==> config.mk <==
export PLATFORM = sky130hd
export DESIGN_NAME = lmgc_top
export DESIGN_NICKNAME = d
export VERILOG_FILES = /design/src/pkg/lmgc_pkg.sv /design/src/rtl/lmgc_dither.sv /design/src/rtl/lmgc_pwm_clk.sv /design/src/rtl/lmgc_top.sv
export SDC_FILE = /design/constraint.sdc
export NUM_CORES = 1
export LEC_CHECK = 0
export BUFFER_PORTS_ARGS = -buffer_cell sky130_fd_sc_hd__buf_4
export CAP_MARGIN = 20
export CORE_AREA = 5 5 253 181
export CTS_CLUSTER_SIZE = 28
export DETAILED_ROUTE_END_ITERATION = 6
export DIE_AREA = 0 0 258 186
export PLACE_DENSITY = 0.74
export SKIP_CTS_REPAIR_TIMING = 1
export SLEW_MARGIN = 40
export SYNTH_ARGS = -nofsm -noshare
export SYNTH_HDL_FRONTEND = slang
export SYNTH_SLANG_ARGS = --single-unit
==> constraint.sdc <==
create_clock -name clk -period 11.4 [get_ports clk]
set_input_delay 0 -clock clk [delete_from_list [all_inputs] [get_ports clk]]
set_output_delay 0 -clock clk [all_outputs]
set_load 0.02 [all_outputs]
==> src/pkg/lmgc_pkg.sv <==
// Constants and carrier types for the LED matrix global control bank
// Behaviour
// - Four-bit switch count n enables row switches 1..n+1, twelve at most; reset selects twelve.
// - Detection field upper bit 0 disables; 10 short detect, 11 open detect.
// - LED outputs operate only while the enable bit is 1; resets to 0.
// - Read/write eight-bit global current code at 0x01, reset zero.
// - Column pull-up mode bit plus three-bit resistance code, 000 off, reset 100.
// - Row pull-down mode bit plus three-bit resistance code, 000 off.
// - Thirty-six read-only registers give six LED fault bits; bits 7:6 read 0.
// - Over-temperature sets read-only flag unless detect-disable bit is 1.
// - Over-temperature clears enable bit unless protect-disable bit is 1.
// - Read-only status bit reports thermal roll-off of output current.
// - Two-bit roll-off threshold and two-bit reduced current percentage fields.
// - Clock-output enable drives the operating clock out for other devices.
// - Clock select picks internal 16MHz oscillator or sync pin clock.
// - Spread-spectrum enable turns dithering on; two-bit deviation range code.
// - Two-bit code sets modulation period 1980, 1200, 820 or 660 us.
// - Three-bit PWM frequency code, 62.5kHz at 000 halving to 488Hz.
// - Two-bit phase code: delay, inverting or three-phase mode.
package lmgc_pkg;

  localparam int CLK_MHZ = 50;

  // Register offsets
  localparam logic [7:0] OFS_GLOBAL_CONTROL = 8'h00;
  localparam logic [7:0] OFS_GLOBAL_CURRENT = 8'h01;
  localparam logic [7:0] OFS_DEGHOST        = 8'h02;
  localparam logic [7:0] OFS_FAULT_FIRST    = 8'h03;
  localparam logic [7:0] OFS_FAULT_LAST     = 8'h26;
  localparam logic [7:0] OFS_THERMAL        = 8'h27;
  localparam logic [7:0] OFS_SPREAD         = 8'h28;
  localparam logic [7:0] OFS_PWM_CLOCK      = 8'h29;
  localparam logic [7:0] OFS_PAGE           = 8'hF0;

  // Reset values
  localparam logic [7:0] RST_GLOBAL_CONTROL = 8'hB0;
  localparam logic [7:0] RST_GLOBAL_CURRENT = 8'h00;
  localparam logic [7:0] RST_DEGHOST        = 8'h44;
  localparam logic [7:0] RST_THERMAL        = 8'h00;
  localparam logic [7:0] RST_SPREAD         = 8'h00;
  localparam logic [7:0] RST_PWM_CLOCK      = 8'h00;

  // Page select codes
  localparam logic [7:0] PAGE_CODE_FIRST = 8'hC0;
  localparam logic [7:0] PAGE_CODE_LAST  = 8'hC4;
  localparam logic [2:0] PAGE_CTRL       = 3'h0;

  // Matrix geometry
  localparam int NUM_SWITCHES   = 12;
  localparam int NUM_FAULT_REGS = 36;
  localparam int LEDS_PER_REG   = 6;
  localparam int NUM_LEDS       = NUM_FAULT_REGS * LEDS_PER_REG;

  // Field positions
  localparam int GC_SW_HI = 7;
  localparam int GC_SW_LO = 4;
  localparam int GC_LGC   = 3;
  localparam int GC_DET_HI = 2;
  localparam int GC_DET_LO = 1;
  localparam int GC_EN    = 0;
  localparam int TC_FLAG  = 7;
  localparam int TC_PROT  = 6;
  localparam int TC_DDIS  = 5;
  localparam int TC_ROLL  = 4;
  localparam int SS_CLOCK_OUT_ENABLE = 7;
  localparam int SS_CLOCK_SOURCE_SEL = 6;
  localparam int SS_EN    = 4;
  localparam int PC_FRQ_HI = 7;
  localparam int PC_FRQ_LO = 5;

  // Writable bit masks
  localparam logic [7:0] WMASK_THERMAL = 8'h6F;
  localparam logic [7:0] WMASK_SPREAD  = 8'hDF;
  localparam logic [7:0] WMASK_PWM     = 8'hE3;

  // Internal 16 MHz oscillator modelled as phase accumulator on clk
  localparam int OSC_MHZ = 16;
  localparam logic [9:0] ACC_INC = 10'(OSC_MHZ * 10);
  localparam logic [9:0] ACC_MOD = 10'(CLK_MHZ * 10);
  localparam int PWM_BASE_DIV = 256;

  // Dither periods in microseconds and their clock counts
  localparam int DITHER_US_0 = 1980;
  localparam int DITHER_US_1 = 1200;
  localparam int DITHER_US_2 = 820;
  localparam int DITHER_US_3 = 660;
  localparam int DITHER_CYC_0 = DITHER_US_0 * CLK_MHZ;
  localparam int DITHER_CYC_1 = DITHER_US_1 * CLK_MHZ;
  localparam int DITHER_CYC_2 = DITHER_US_2 * CLK_MHZ;
  localparam int DITHER_CYC_3 = DITHER_US_3 * CLK_MHZ;

  // Deviation of accumulator step for +-5, 15, 25, 35 percent of ACC_INC
  localparam logic [6:0] DEV_5  = 7'h08;
  localparam logic [6:0] DEV_15 = 7'h18;
  localparam logic [6:0] DEV_25 = 7'h28;
  localparam logic [6:0] DEV_35 = 7'h38;

  typedef struct packed {
    logic       wr;
    logic       rd;
    logic [7:0] addr;
    logic [7:0] wdata;
  } lmgc_reg_req_t;

  typedef struct packed {
    logic       logic_level_hi;
    logic [1:0] fault_detect_mode;
    logic [7:0] global_current_code;
    logic       pullup_mode;
    logic [2:0] column_pullup_res;
    logic       pulldown_mode;
    logic [2:0] row_pulldown_res;
    logic [1:0] rolloff_threshold;
    logic [1:0] rolloff_percent;
    logic [1:0] pwm_phase_sel;
  } lmgc_cfg_t;

endpackage

==> src/rtl/lmgc_dither.sv <==
// Spread-spectrum modulation generator for the core clock step
`timescale 1ns/1ps
`default_nettype none
module lmgc_dither #(
  parameter int CW    = 18,
  parameter int CYC_0 = lmgc_pkg::DITHER_CYC_0,
  parameter int CYC_1 = lmgc_pkg::DITHER_CYC_1,
  parameter int CYC_2 = lmgc_pkg::DITHER_CYC_2,
  parameter int CYC_3 = lmgc_pkg::DITHER_CYC_3
) (
  input  wire logic              clk,
  input  wire logic              rst,
  input  wire logic              dither_enable,
  input  wire logic [1:0]        dither_range,
  input  wire logic [1:0]        dither_period,
  output logic signed [7:0]      dev_o
);
  import lmgc_pkg::*;

  logic [CW-1:0] cnt_r;
  logic [CW-1:0] period;
  logic [6:0]    dev_mag;
  logic          up_half;

  ////////////////////////////////////////////////////////////////////////
  always_comb
  begin
    unique case (dither_period)
      2'b00: period = CW'(CYC_0);
      2'b01: period = CW'(CYC_1);
      2'b10: period = CW'(CYC_2);
      default: period = CW'(CYC_3);
    endcase
    unique case (dither_range)
      2'b00: dev_mag = DEV_5;
      2'b01: dev_mag = DEV_15;
      2'b10: dev_mag = DEV_25;
      default: dev_mag = DEV_35;
    endcase
  end

  assign up_half = cnt_r < (period >> 1);

  // Square modulation: trades spectral smoothness for tiny logic
  always_ff @(posedge clk or posedge rst)
  begin
    if (rst)
      cnt_r <= '0;
    else if (!dither_enable || cnt_r >= period - CW'(1))
      cnt_r <= '0;
    else
      cnt_r <= cnt_r + CW'(1);
  end

  always_ff @(posedge clk or posedge rst)
  begin
    if (rst)
      dev_o <= '0;
    else if (!dither_enable)
      dev_o <= '0;
    else if (up_half)
      dev_o <= signed'({1'b0, dev_mag});
    else
      dev_o <= -signed'({1'b0, dev_mag});
  end

  chk_dither_off: assert property (@(posedge clk) disable iff (rst)
    !dither_enable |=> dev_o == 8'sh00)
    else $error("Dither offset nonzero while disabled");

endmodule // lmgc_dither
`default_nettype wire

==> src/rtl/lmgc_pwm_clk.sv <==
// Core clock source selection, clock output and PWM frequency divider
`timescale 1ns/1ps
`default_nettype none
module lmgc_pwm_clk (
  input  wire logic               clk,
  input  wire logic               rst,
  input  wire logic               sync_in,
  input  wire logic               clock_source_sel,
  input  wire logic               clock_out_enable,
  input  wire logic [2:0]         pwm_freq_code,
  input  wire logic signed [7:0]  dev,
  output logic                    core_tick_o,
  output logic                    sync_out_o,
  output logic                    pwm_period_o
);
  import lmgc_pkg::*;

  logic        sync_q_r;
  logic [9:0]  acc_r;
  logic [10:0] acc_sum;
  logic        int_tick;
  logic        core_tick;
  logic [15:0] pwm_cnt_r;
  logic [15:0] pwm_last;

  ////////////////////////////////////////////////////////////////////////
  assign acc_sum  = 11'(acc_r) + 11'(ACC_INC) + 11'(signed'(dev));
  assign int_tick = acc_sum >= 11'(ACC_MOD);

  always_ff @(posedge clk or posedge rst)
  begin
    if (rst)
      acc_r <= '0;
    else if (int_tick)
      acc_r <= 10'(acc_sum - 11'(ACC_MOD));
    else
      acc_r <= acc_sum[9:0];
  end

  always_ff @(posedge clk or posedge rst)
  begin
    if (rst)
      sync_q_r <= 1'b0;
    else
      sync_q_r <= sync_in;
  end

  // External clock counts rising edges of the sync pin
  assign core_tick = clock_source_sel ? (sync_in & ~sync_q_r) : int_tick;

  ////////////////////////////////////////////////////////////////////////
  assign pwm_last = 16'((PWM_BASE_DIV << pwm_freq_code) - 1);

  always_ff @(posedge clk or posedge rst)
  begin
    if (rst)
      pwm_cnt_r <= '0;
    else if (core_tick)
      pwm_cnt_r <= (pwm_cnt_r >= pwm_last) ? 16'h0000 : pwm_cnt_r + 16'h0001;
  end

  always_ff @(posedge clk or posedge rst)
  begin
    if (rst)
      pwm_period_o <= 1'b0;
    else
      pwm_period_o <= core_tick && pwm_cnt_r >= pwm_last;
  end

  always_ff @(posedge clk or posedge rst)
  begin
    if (rst)
    begin
      core_tick_o <= 1'b0;
      sync_out_o  <= 1'b0;
    end
    else
    begin
      core_tick_o <= core_tick;
      sync_out_o  <= clock_out_enable & core_tick;
    end
  end

  chk_clkout_gate: assert property (@(posedge clk) disable iff (rst)
    !clock_out_enable |=> !sync_out_o)
    else $error("Clock output active while disabled");

  chk_ext_edge: assert property (@(posedge clk) disable iff (rst)
    clock_source_sel && sync_in && !sync_q_r |=> core_tick_o)
    else $error("Sync edge did not give a core tick");

  chk_pwm_wrap: assert property (@(posedge clk) disable iff (rst)
    core_tick && pwm_cnt_r >= pwm_last |=> pwm_period_o && pwm_cnt_r == 0)
    else $error("PWM divider did not wrap");

endmodule // lmgc_pwm_clk
`default_nettype wire

==> src/rtl/lmgc_top.sv <==
// Global control and protection register bank of the LED matrix driver
`timescale 1ns/1ps
`default_nettype none
module lmgc_top #(
  parameter int DITHER_P0 = lmgc_pkg::DITHER_CYC_0,
  parameter int DITHER_P1 = lmgc_pkg::DITHER_CYC_1,
  parameter int DITHER_P2 = lmgc_pkg::DITHER_CYC_2,
  parameter int DITHER_P3 = lmgc_pkg::DITHER_CYC_3
) (
  input  wire logic                          clk,
  input  wire logic                          rst,
  input  wire lmgc_pkg::lmgc_reg_req_t       reg_req,
  output logic [7:0]                         reg_rdata,
  output logic                               reg_rvalid,
  input  wire logic                          overtemp_event,
  input  wire logic                          rolloff_event,
  input  wire logic [lmgc_pkg::NUM_LEDS-1:0] led_fault_in,
  input  wire logic                          sync_in,
  output logic                               sync_out,
  output logic                               device_enable,
  output logic [lmgc_pkg::NUM_SWITCHES-1:0]  sw_active,
  output lmgc_pkg::lmgc_cfg_t                cfg,
  output logic                               core_tick,
  output logic                               pwm_period
);
  import lmgc_pkg::*;

  logic [7:0]          global_control_r;
  logic [7:0]          global_current_r;
  logic [7:0]          deghost_control_r;
  logic [7:0]          thermal_control_r;
  logic [7:0]          spread_spectrum_control_r;
  logic [7:0]          pwm_clock_control_r;
  logic [2:0]          page_r;
  logic [NUM_LEDS-1:0] led_fault_bits_r;
  logic [NUM_SWITCHES-1:0] sw_active_nxt;
  logic [7:0]          rdata_nxt;
  logic                page_ctrl;
  logic                wr_ctrl;
  logic                ot_shutdown;
  logic [3:0]          switch_count_sel;
  logic [1:0]          fault_detect_mode;
  logic signed [7:0]   dither_dev;
  logic [7:0]          fault_idx;

  ////////////////////////////////////////////////////////////////////////
  // Access decode: only page 0 holds this bank
  assign page_ctrl = page_r == PAGE_CTRL;
  assign wr_ctrl   = reg_req.wr && page_ctrl;
  assign switch_count_sel  = global_control_r[GC_SW_HI:GC_SW_LO];
  assign fault_detect_mode = global_control_r[GC_DET_HI:GC_DET_LO];
  assign ot_shutdown = overtemp_event && !thermal_control_r[TC_PROT];

  // Page register is reachable from every page
  always_ff @(posedge clk or posedge rst)
  begin
    if (rst)
      page_r <= PAGE_CTRL;
    else if (reg_req.wr && reg_req.addr == OFS_PAGE
             && reg_req.wdata >= PAGE_CODE_FIRST
             && reg_req.wdata <= PAGE_CODE_LAST)
      page_r <= reg_req.wdata[2:0];
  end

  ////////////////////////////////////////////////////////////////////////
  // Global control; protection shutdown beats a software enable write
  always_ff @(posedge clk or posedge rst)
  begin
    if (rst)
      global_control_r <= RST_GLOBAL_CONTROL;
    else
    begin
      if (wr_ctrl && reg_req.addr == OFS_GLOBAL_CONTROL)
        global_control_r <= reg_req.wdata;
      if (ot_shutdown)
        global_control_r[GC_EN] <= 1'b0;
    end
  end

  always_ff @(posedge clk or posedge rst)
  begin
    if (rst)
      global_current_r <= RST_GLOBAL_CURRENT;
    else if (wr_ctrl && reg_req.addr == OFS_GLOBAL_CURRENT)
      global_current_r <= reg_req.wdata;
  end

  always_ff @(posedge clk or posedge rst)
  begin
    if (rst)
      deghost_control_r <= RST_DEGHOST;
    else if (wr_ctrl && reg_req.addr == OFS_DEGHOST)
      deghost_control_r <= reg_req.wdata;
  end

  ////////////////////////////////////////////////////////////////////////
  // Thermal: flag and roll-off status follow the sensor, not sticky
  always_ff @(posedge clk or posedge rst)
  begin
    if (rst)
      thermal_control_r <= RST_THERMAL;
    else
    begin
      if (wr_ctrl && reg_req.addr == OFS_THERMAL)
        thermal_control_r <= (reg_req.wdata & WMASK_THERMAL)
                           | (thermal_control_r & ~WMASK_THERMAL);
      thermal_control_r[TC_FLAG] <= overtemp_event
                                  && !thermal_control_r[TC_DDIS];
      thermal_control_r[TC_ROLL] <= rolloff_event;
    end
  end

  always_ff @(posedge clk or posedge rst)
  begin
    if (rst)
      spread_spectrum_control_r <= RST_SPREAD;
    else if (wr_ctrl && reg_req.addr == OFS_SPREAD)
      spread_spectrum_control_r <= reg_req.wdata & WMASK_SPREAD;
  end

  always_ff @(posedge clk or posedge rst)
  begin
    if (rst)
      pwm_clock_control_r <= RST_PWM_CLOCK;
    else if (wr_ctrl && reg_req.addr == OFS_PWM_CLOCK)
      pwm_clock_control_r <= reg_req.wdata & WMASK_PWM;
  end

  ////////////////////////////////////////////////////////////////////////
  // Fault capture: results refresh only while a detection mode runs,
  // so the last scan stays readable after detection is turned off
  generate
    for (genvar i = 0; i < NUM_LEDS; i++)
    begin : g_fault
      always_ff @(posedge clk or posedge rst)
      begin
        if (rst)
          led_fault_bits_r[i] <= 1'b0;
        else if (fault_detect_mode[1] && device_enable)
          led_fault_bits_r[i] <= led_fault_in[i];
      end
    end
  endgenerate

  ////////////////////////////////////////////////////////////////////////
  // Row switch enables, a thermometer of the switch count
  always_comb
  begin
    sw_active_nxt = '0;
    for (int j = 0; j < NUM_SWITCHES; j++)
      if (4'(j) <= switch_count_sel)
        sw_active_nxt[j] = 1'b1;
  end

  always_ff @(posedge clk or posedge rst)
  begin
    if (rst)
      sw_active <= '0;
    else if (global_control_r[GC_EN] && !ot_shutdown)
      sw_active <= sw_active_nxt;
    else
      sw_active <= '0;
  end

  always_ff @(posedge clk or posedge rst)
  begin
    if (rst)
      device_enable <= 1'b0;
    else
      device_enable <= global_control_r[GC_EN] && !ot_shutdown;
  end

  always_ff @(posedge clk or posedge rst)
  begin
    if (rst)
      cfg <= '0;
    else
    begin
      cfg.logic_level_hi      <= global_control_r[GC_LGC];
      cfg.fault_detect_mode   <= fault_detect_mode;
      cfg.global_current_code <= global_current_r;
      cfg.pullup_mode         <= deghost_control_r[7];
      cfg.column_pullup_res   <= deghost_control_r[6:4];
      cfg.pulldown_mode       <= deghost_control_r[3];
      cfg.row_pulldown_res    <= deghost_control_r[2:0];
      cfg.rolloff_threshold   <= thermal_control_r[3:2];
      cfg.rolloff_percent     <= thermal_control_r[1:0];
      cfg.pwm_phase_sel       <= pwm_clock_control_r[1:0];
    end
  end

  ////////////////////////////////////////////////////////////////////////
  // Read path, one cycle of latency; unmapped offsets read zero
  assign fault_idx = reg_req.addr - OFS_FAULT_FIRST;

  always_comb
  begin
    rdata_nxt = 8'h00;
    if (reg_req.addr == OFS_PAGE)
      rdata_nxt = {5'h00, page_r};
    else if (page_ctrl)
    begin
      if (reg_req.addr == OFS_GLOBAL_CONTROL)
        rdata_nxt = global_control_r;
      else if (reg_req.addr == OFS_GLOBAL_CURRENT)
        rdata_nxt = global_current_r;
      else if (reg_req.addr == OFS_DEGHOST)
        rdata_nxt = deghost_control_r;
      else if (reg_req.addr >= OFS_FAULT_FIRST
               && reg_req.addr <= OFS_FAULT_LAST)
        rdata_nxt = {2'b00, led_fault_bits_r[fault_idx * 8'(LEDS_PER_REG)
                     +: LEDS_PER_REG]};
      else if (reg_req.addr == OFS_THERMAL)
        rdata_nxt = thermal_control_r;
      else if (reg_req.addr == OFS_SPREAD)
        rdata_nxt = spread_spectrum_control_r;
      else if (reg_req.addr == OFS_PWM_CLOCK)
        rdata_nxt = pwm_clock_control_r;
    end
  end

  always_ff @(posedge clk or posedge rst)
  begin
    if (rst)
    begin
      reg_rdata  <= 8'h00;
      reg_rvalid <= 1'b0;
    end
    else
    begin
      reg_rvalid <= reg_req.rd;
      if (reg_req.rd)
        reg_rdata <= rdata_nxt;
    end
  end

  ////////////////////////////////////////////////////////////////////////
  lmgc_dither #(
    .CW    (18),
    .CYC_0 (DITHER_P0),
    .CYC_1 (DITHER_P1),
    .CYC_2 (DITHER_P2),
    .CYC_3 (DITHER_P3)
  ) u_dither (
    .clk           (clk),
    .rst           (rst),
    .dither_enable (spread_spectrum_control_r[SS_EN]),
    .dither_range  (spread_spectrum_control_r[3:2]),
    .dither_period (spread_spectrum_control_r[1:0]),
    .dev_o         (dither_dev)
  );

  lmgc_pwm_clk u_pwm_clk (
    .clk              (clk),
    .rst              (rst),
    .sync_in          (sync_in),
    .clock_source_sel (spread_spectrum_control_r[SS_CLOCK_SOURCE_SEL]),
    .clock_out_enable (spread_spectrum_control_r[SS_CLOCK_OUT_ENABLE]),
    .pwm_freq_code    (pwm_clock_control_r[PC_FRQ_HI:PC_FRQ_LO]),
    .dev              (dither_dev),
    .core_tick_o      (core_tick),
    .sync_out_o       (sync_out),
    .pwm_period_o     (pwm_period)
  );

  ////////////////////////////////////////////////////////////////////////
  chk_sw_count: assert property (@(posedge clk) disable iff (rst)
    global_control_r[GC_EN] && !ot_shutdown |=>
      $countones(sw_active) == ((32'($past(switch_count_sel)) >= 11)
        ? 12 : 32'($past(switch_count_sel)) + 1))
    else $error("Active switch count mismatch");

  chk_enable_gate: assert property (@(posedge clk) disable iff (rst)
    !device_enable |-> sw_active == '0)
    else $error("Switches active while disabled");

  chk_detect_hold: assert property (@(posedge clk) disable iff (rst)
    !fault_detect_mode[1] |=> $stable(led_fault_bits_r))
    else $error("Fault bits changed with detection off");

  chk_gcc_write: assert property (@(posedge clk) disable iff (rst)
    wr_ctrl && reg_req.addr == OFS_GLOBAL_CURRENT |=>
      global_current_r == $past(reg_req.wdata) ##1
      cfg.global_current_code == $past(reg_req.wdata, 2))
    else $error("Global current write not applied");

  chk_deghost_out: assert property (@(posedge clk) disable iff (rst)
    wr_ctrl && reg_req.addr == OFS_DEGHOST |-> ##2
      {cfg.pullup_mode, cfg.column_pullup_res, cfg.pulldown_mode,
       cfg.row_pulldown_res} == $past(reg_req.wdata, 2))
    else $error("De-ghost settings not applied");

  chk_fault_read: assert property (@(posedge clk) disable iff (rst)
    reg_req.rd && page_ctrl && reg_req.addr >= OFS_FAULT_FIRST
      && reg_req.addr <= OFS_FAULT_LAST |=> reg_rvalid && !reg_rdata[7]
      && !reg_rdata[6])
    else $error("Fault register upper bits not zero");

  chk_ot_flag: assert property (@(posedge clk) disable iff (rst)
    overtemp_event && !thermal_control_r[TC_DDIS] |=>
      thermal_control_r[TC_FLAG])
    else $error("Over-temperature flag not set");

  chk_ot_shutdown: assert property (@(posedge clk) disable iff (rst)
    overtemp_event && !thermal_control_r[TC_PROT] |=>
      !global_control_r[GC_EN] && !device_enable)
    else $error("Over-temperature did not disable device");

  chk_rolloff: assert property (@(posedge clk) disable iff (rst)
    1'b1 |=> thermal_control_r[TC_ROLL] == $past(rolloff_event))
    else $error("Roll-off status does not follow event");

endmodule // lmgc_top
`default_nettype wire

==> flow_metrics.tcl <==
set metrics [dict create \
    dr.pass1.iters 5 \
    die_x_microns 258 \
    arrival_ns 4.86 \
    die_h_microns 186 \
    drc 0 \
    setup_viol 0 \
    core_region_area_sq_mm 0.0432 \
    cp_slowest_cell "buf_4" \
    tns_ns 0 \
    fmax_ghz 0.226 \
    row_count 64 \
    ant_nets 0 \
    synth_area_leaders "dfrtp_1, mux4_2, mux2_2" \
    cts_tree "done" \
    synth-async-reset-ratio_pct 100 \
    hold_violations 0 \
    rsz0062_at_grt "no" \
    powerDensity_mw_per_mm2 140 \
    slowest_delay_ns 0.72 \
    grt_max_degree 101 \
    synth_top_area_share_pct 42.5 \
    die_area_sq_mm 0.0480 \
    ys_warn_count 0 \
    ff2ff_setup_slack_ns 7.29 \
    reg2reg_from "pwm_clock_control_r[5]" \
    crit_chain "buf_4 -> buf_4 -> ha_1 -> xnor2_1 -> ha_1 -> and3_1 -> or3_4 -> nand2_2 -> mux4_2 -> nor2b_1 -> nor4_1 -> a221o_1 -> o22ai_1" \
    wirelength_microns 69000 \
    clkPwrFrac_pct 34.2 \
    drt_iter0_drc 2185 \
    worst_setup_path_end_kind "register" \
    hold_start "reg_req[15]" \
    synth-main-ff-cell "dfrtp_1" \
    syn_nets 1945 \
    startpoint_type "primary input" \
    critPathRequiredTime_ns 11.82 \
    peakVddDrop_v 0.000128 \
    numCtsBuffers 38 \
    critPathMaxFanout 54 \
    critPathKind "in -> reg" \
    synth-seq-cells 359 \
    portBuffers 288 \
    vias 16900 \
    yosysSeqAreaShare_pct 43.2 \
    crit_buf_inv 2 \
    crit_family "simple AND/OR/NAND/NOR gates" \
    p_switching_mw 1.18 \
    root_buffer "clkbuf_16" \
    synth_common_cells "dfrtp_1, mux2_2, mux4_2" \
    clock_path_buffers 3 \
    skew_ns 0.0347 \
    groute.usage.overall_pct 25.9 \
    finalInstanceArea_sq_mm 0.0270 \
    synthesis.area_sq_mm 0.0208 \
    p_comb_share_pct 27.5 \
    cap_violations 0 \
    p_leak_nw 11.8 \
    layout-drive-gt1-share_pct 37.8 \
    viasPerCell 6.21 \
    hold_path.class "in -> reg" \
    dpl.hpwl_microns 47200 \
    yosys.area.top_type "dfrtp_1" \
    synth.most_common_cell "dfrtp_1" \
    initial_core_util_pct 48.2 \
    multi_input_area_sq_mm 0.0112 \
    slew_violations 0 \
    area_growth_syn_to_layout_pct 29.8 \
    io_pins 289 \
    r2r_cells 13 \
    rr_endpoint "u_pwm_clk.pwm_cnt_r[8]" \
    cts_sinks 359 \
    seqCellArea_sq_mm 0.00899 \
    fillers 3185 \
    min_path_cells 4 \
    intPower_mw 2.60 \
    synth_enable_flop_cells 0 \
    relSlewSlack_pct 45.6 \
    place_area_sq_mm 0.0234 \
    seqPwrFrac_pct 38.3 \
    synth.distinct_cells 84 \
    overflow 0 \
    first_global_vias 15800 \
    finalNetCount 2417 \
    period_share_pct 38.9 \
    place.gp.congestion 0.944 \
    holdPathEnd "page_r[1]" \
    insertion_delay_ns 0.57 \
    syn_inst 1649 \
    swShare_pct 31.2 \
    wl_per_cell_microns 25.4 \
    avgSynthCellArea_sq_um 12.6 \
    tightest_slew_ns 0.812 \
    antenna_found_initial 4 \
    clk_pin_slew_ns 0.07 \
    period_needed_ns 4.43 \
    grt_pass1_wl_microns 96800 \
    cts.htree.levels 2 \
    status "finished, final reports clean" \
]
## power by group through the flow
stage	registers, mW	logic [mW]	clock network, mW
CTS	1.44	0.958	1.31
floorplan	1.44	0.674	0
global placement	1.46	0.918	0
detailed placement	1.47	0.950	0
global route	1.45	1.12	1.37
finish	1.45	1.04	1.30
## sequential cells by signal, summed over array words and instances (netlist names), 7 cells and up
signal	count
cfg	25
deghost_control_r	8
global_control_r	8
global_current_r	8
led_fault_bits_r	216
reg_rdata	8
spread_spectrum_control_r	7
sw_active	12
thermal_control_r	8
u_dither.cnt_r	18
u_pwm_clk.acc_r	8
u_pwm_clk.pwm_cnt_r	16
## cell families after synthesis
kind of cell / synth area share, %
AOI/OAI and AO/OA: 9.00
xor gates and xnor gates: 1.73
adders and majority gates: 3.46
buffers and inverters: 3.34
DFF: 43.2
muxes: 31.4
other: 0.0180
and+or+nand+nor: 7.93
## metal layers
metal / track usage (%) / share of wire, % / vias up
met5: 0 / 0 / -
met4: 6.89 / 3.2 / 0
met3: 6.33 / 9.5 / 156
met2: 38.8 / 46 / 1031
met1: 38.3 / 41 / 8437
li1: - / - / 7226
## per-stage QoR
stage          power, mW  util, %  hold slack [ns]  instances  worst slack (ns)
2_1_floorplan       2.11        -           0.0314       1649              1.45
3_3_place_gp        2.38     53.9            0.124       2408              5.77
3_5_place_dp        2.42     54.1            0.128       2411              5.73
4_1_cts             3.71     57.1           -0.461       2480              6.30
5_1_grt             3.95     62.6          0.00855       2714              6.79
6_report            3.79     62.6           0.0220       2714              6.97
## cell usage in the layout, fill, tap and decap left out, types with 39 or more instances in the layout
cell type and count:
nor2_1 100, dlygate4sd3_1 230, dfrtp_1 354, mux4_2 142, o21ai_0 82, mux2i_1 39
clkbuf_16 39, buf_4 296, mux2_2 261, a21oi_1 49, ha_1 55, nand2_1 73
## worst min-delay path: stages
cell and delay (ns):
buf_4 0.13, nand3_1 0.10, nor3_1 0.10, mux2_2 0.22
## layout make-up
| type | count | share of cell area (%) |
|---|---|---|
| tap | 561 | 2.60 |
| antenna | 3 | 0.0278 |
| multi-input combinational | 1148 | 41.5 |
| sequential | 359 | 33.3 |
| timing repair buffer | 534 | 17.2 |
| clock inverter | 21 | 0.935 |
| inverter | 40 | 0.584 |
| clock buffer | 48 | 3.85 |
## worst max path at each step
stage,cells after the start,from,slack [ns],end
3_3_place_gp,11,reg_req[8],5.77,reg_rdata[4]
6_report,13,reg_req[8],6.97,reg_rdata[1]
4_1_cts,12,reg_req[8],6.30,reg_rdata[4]
2_1_floorplan,1,rst,1.45,cfg[0]
3_5_place_dp,12,reg_req[8],5.73,reg_rdata[4]
5_1_grt,13,reg_req[8],6.79,reg_rdata[1]
Note: power is estimated with default switching activity, not from simulation.
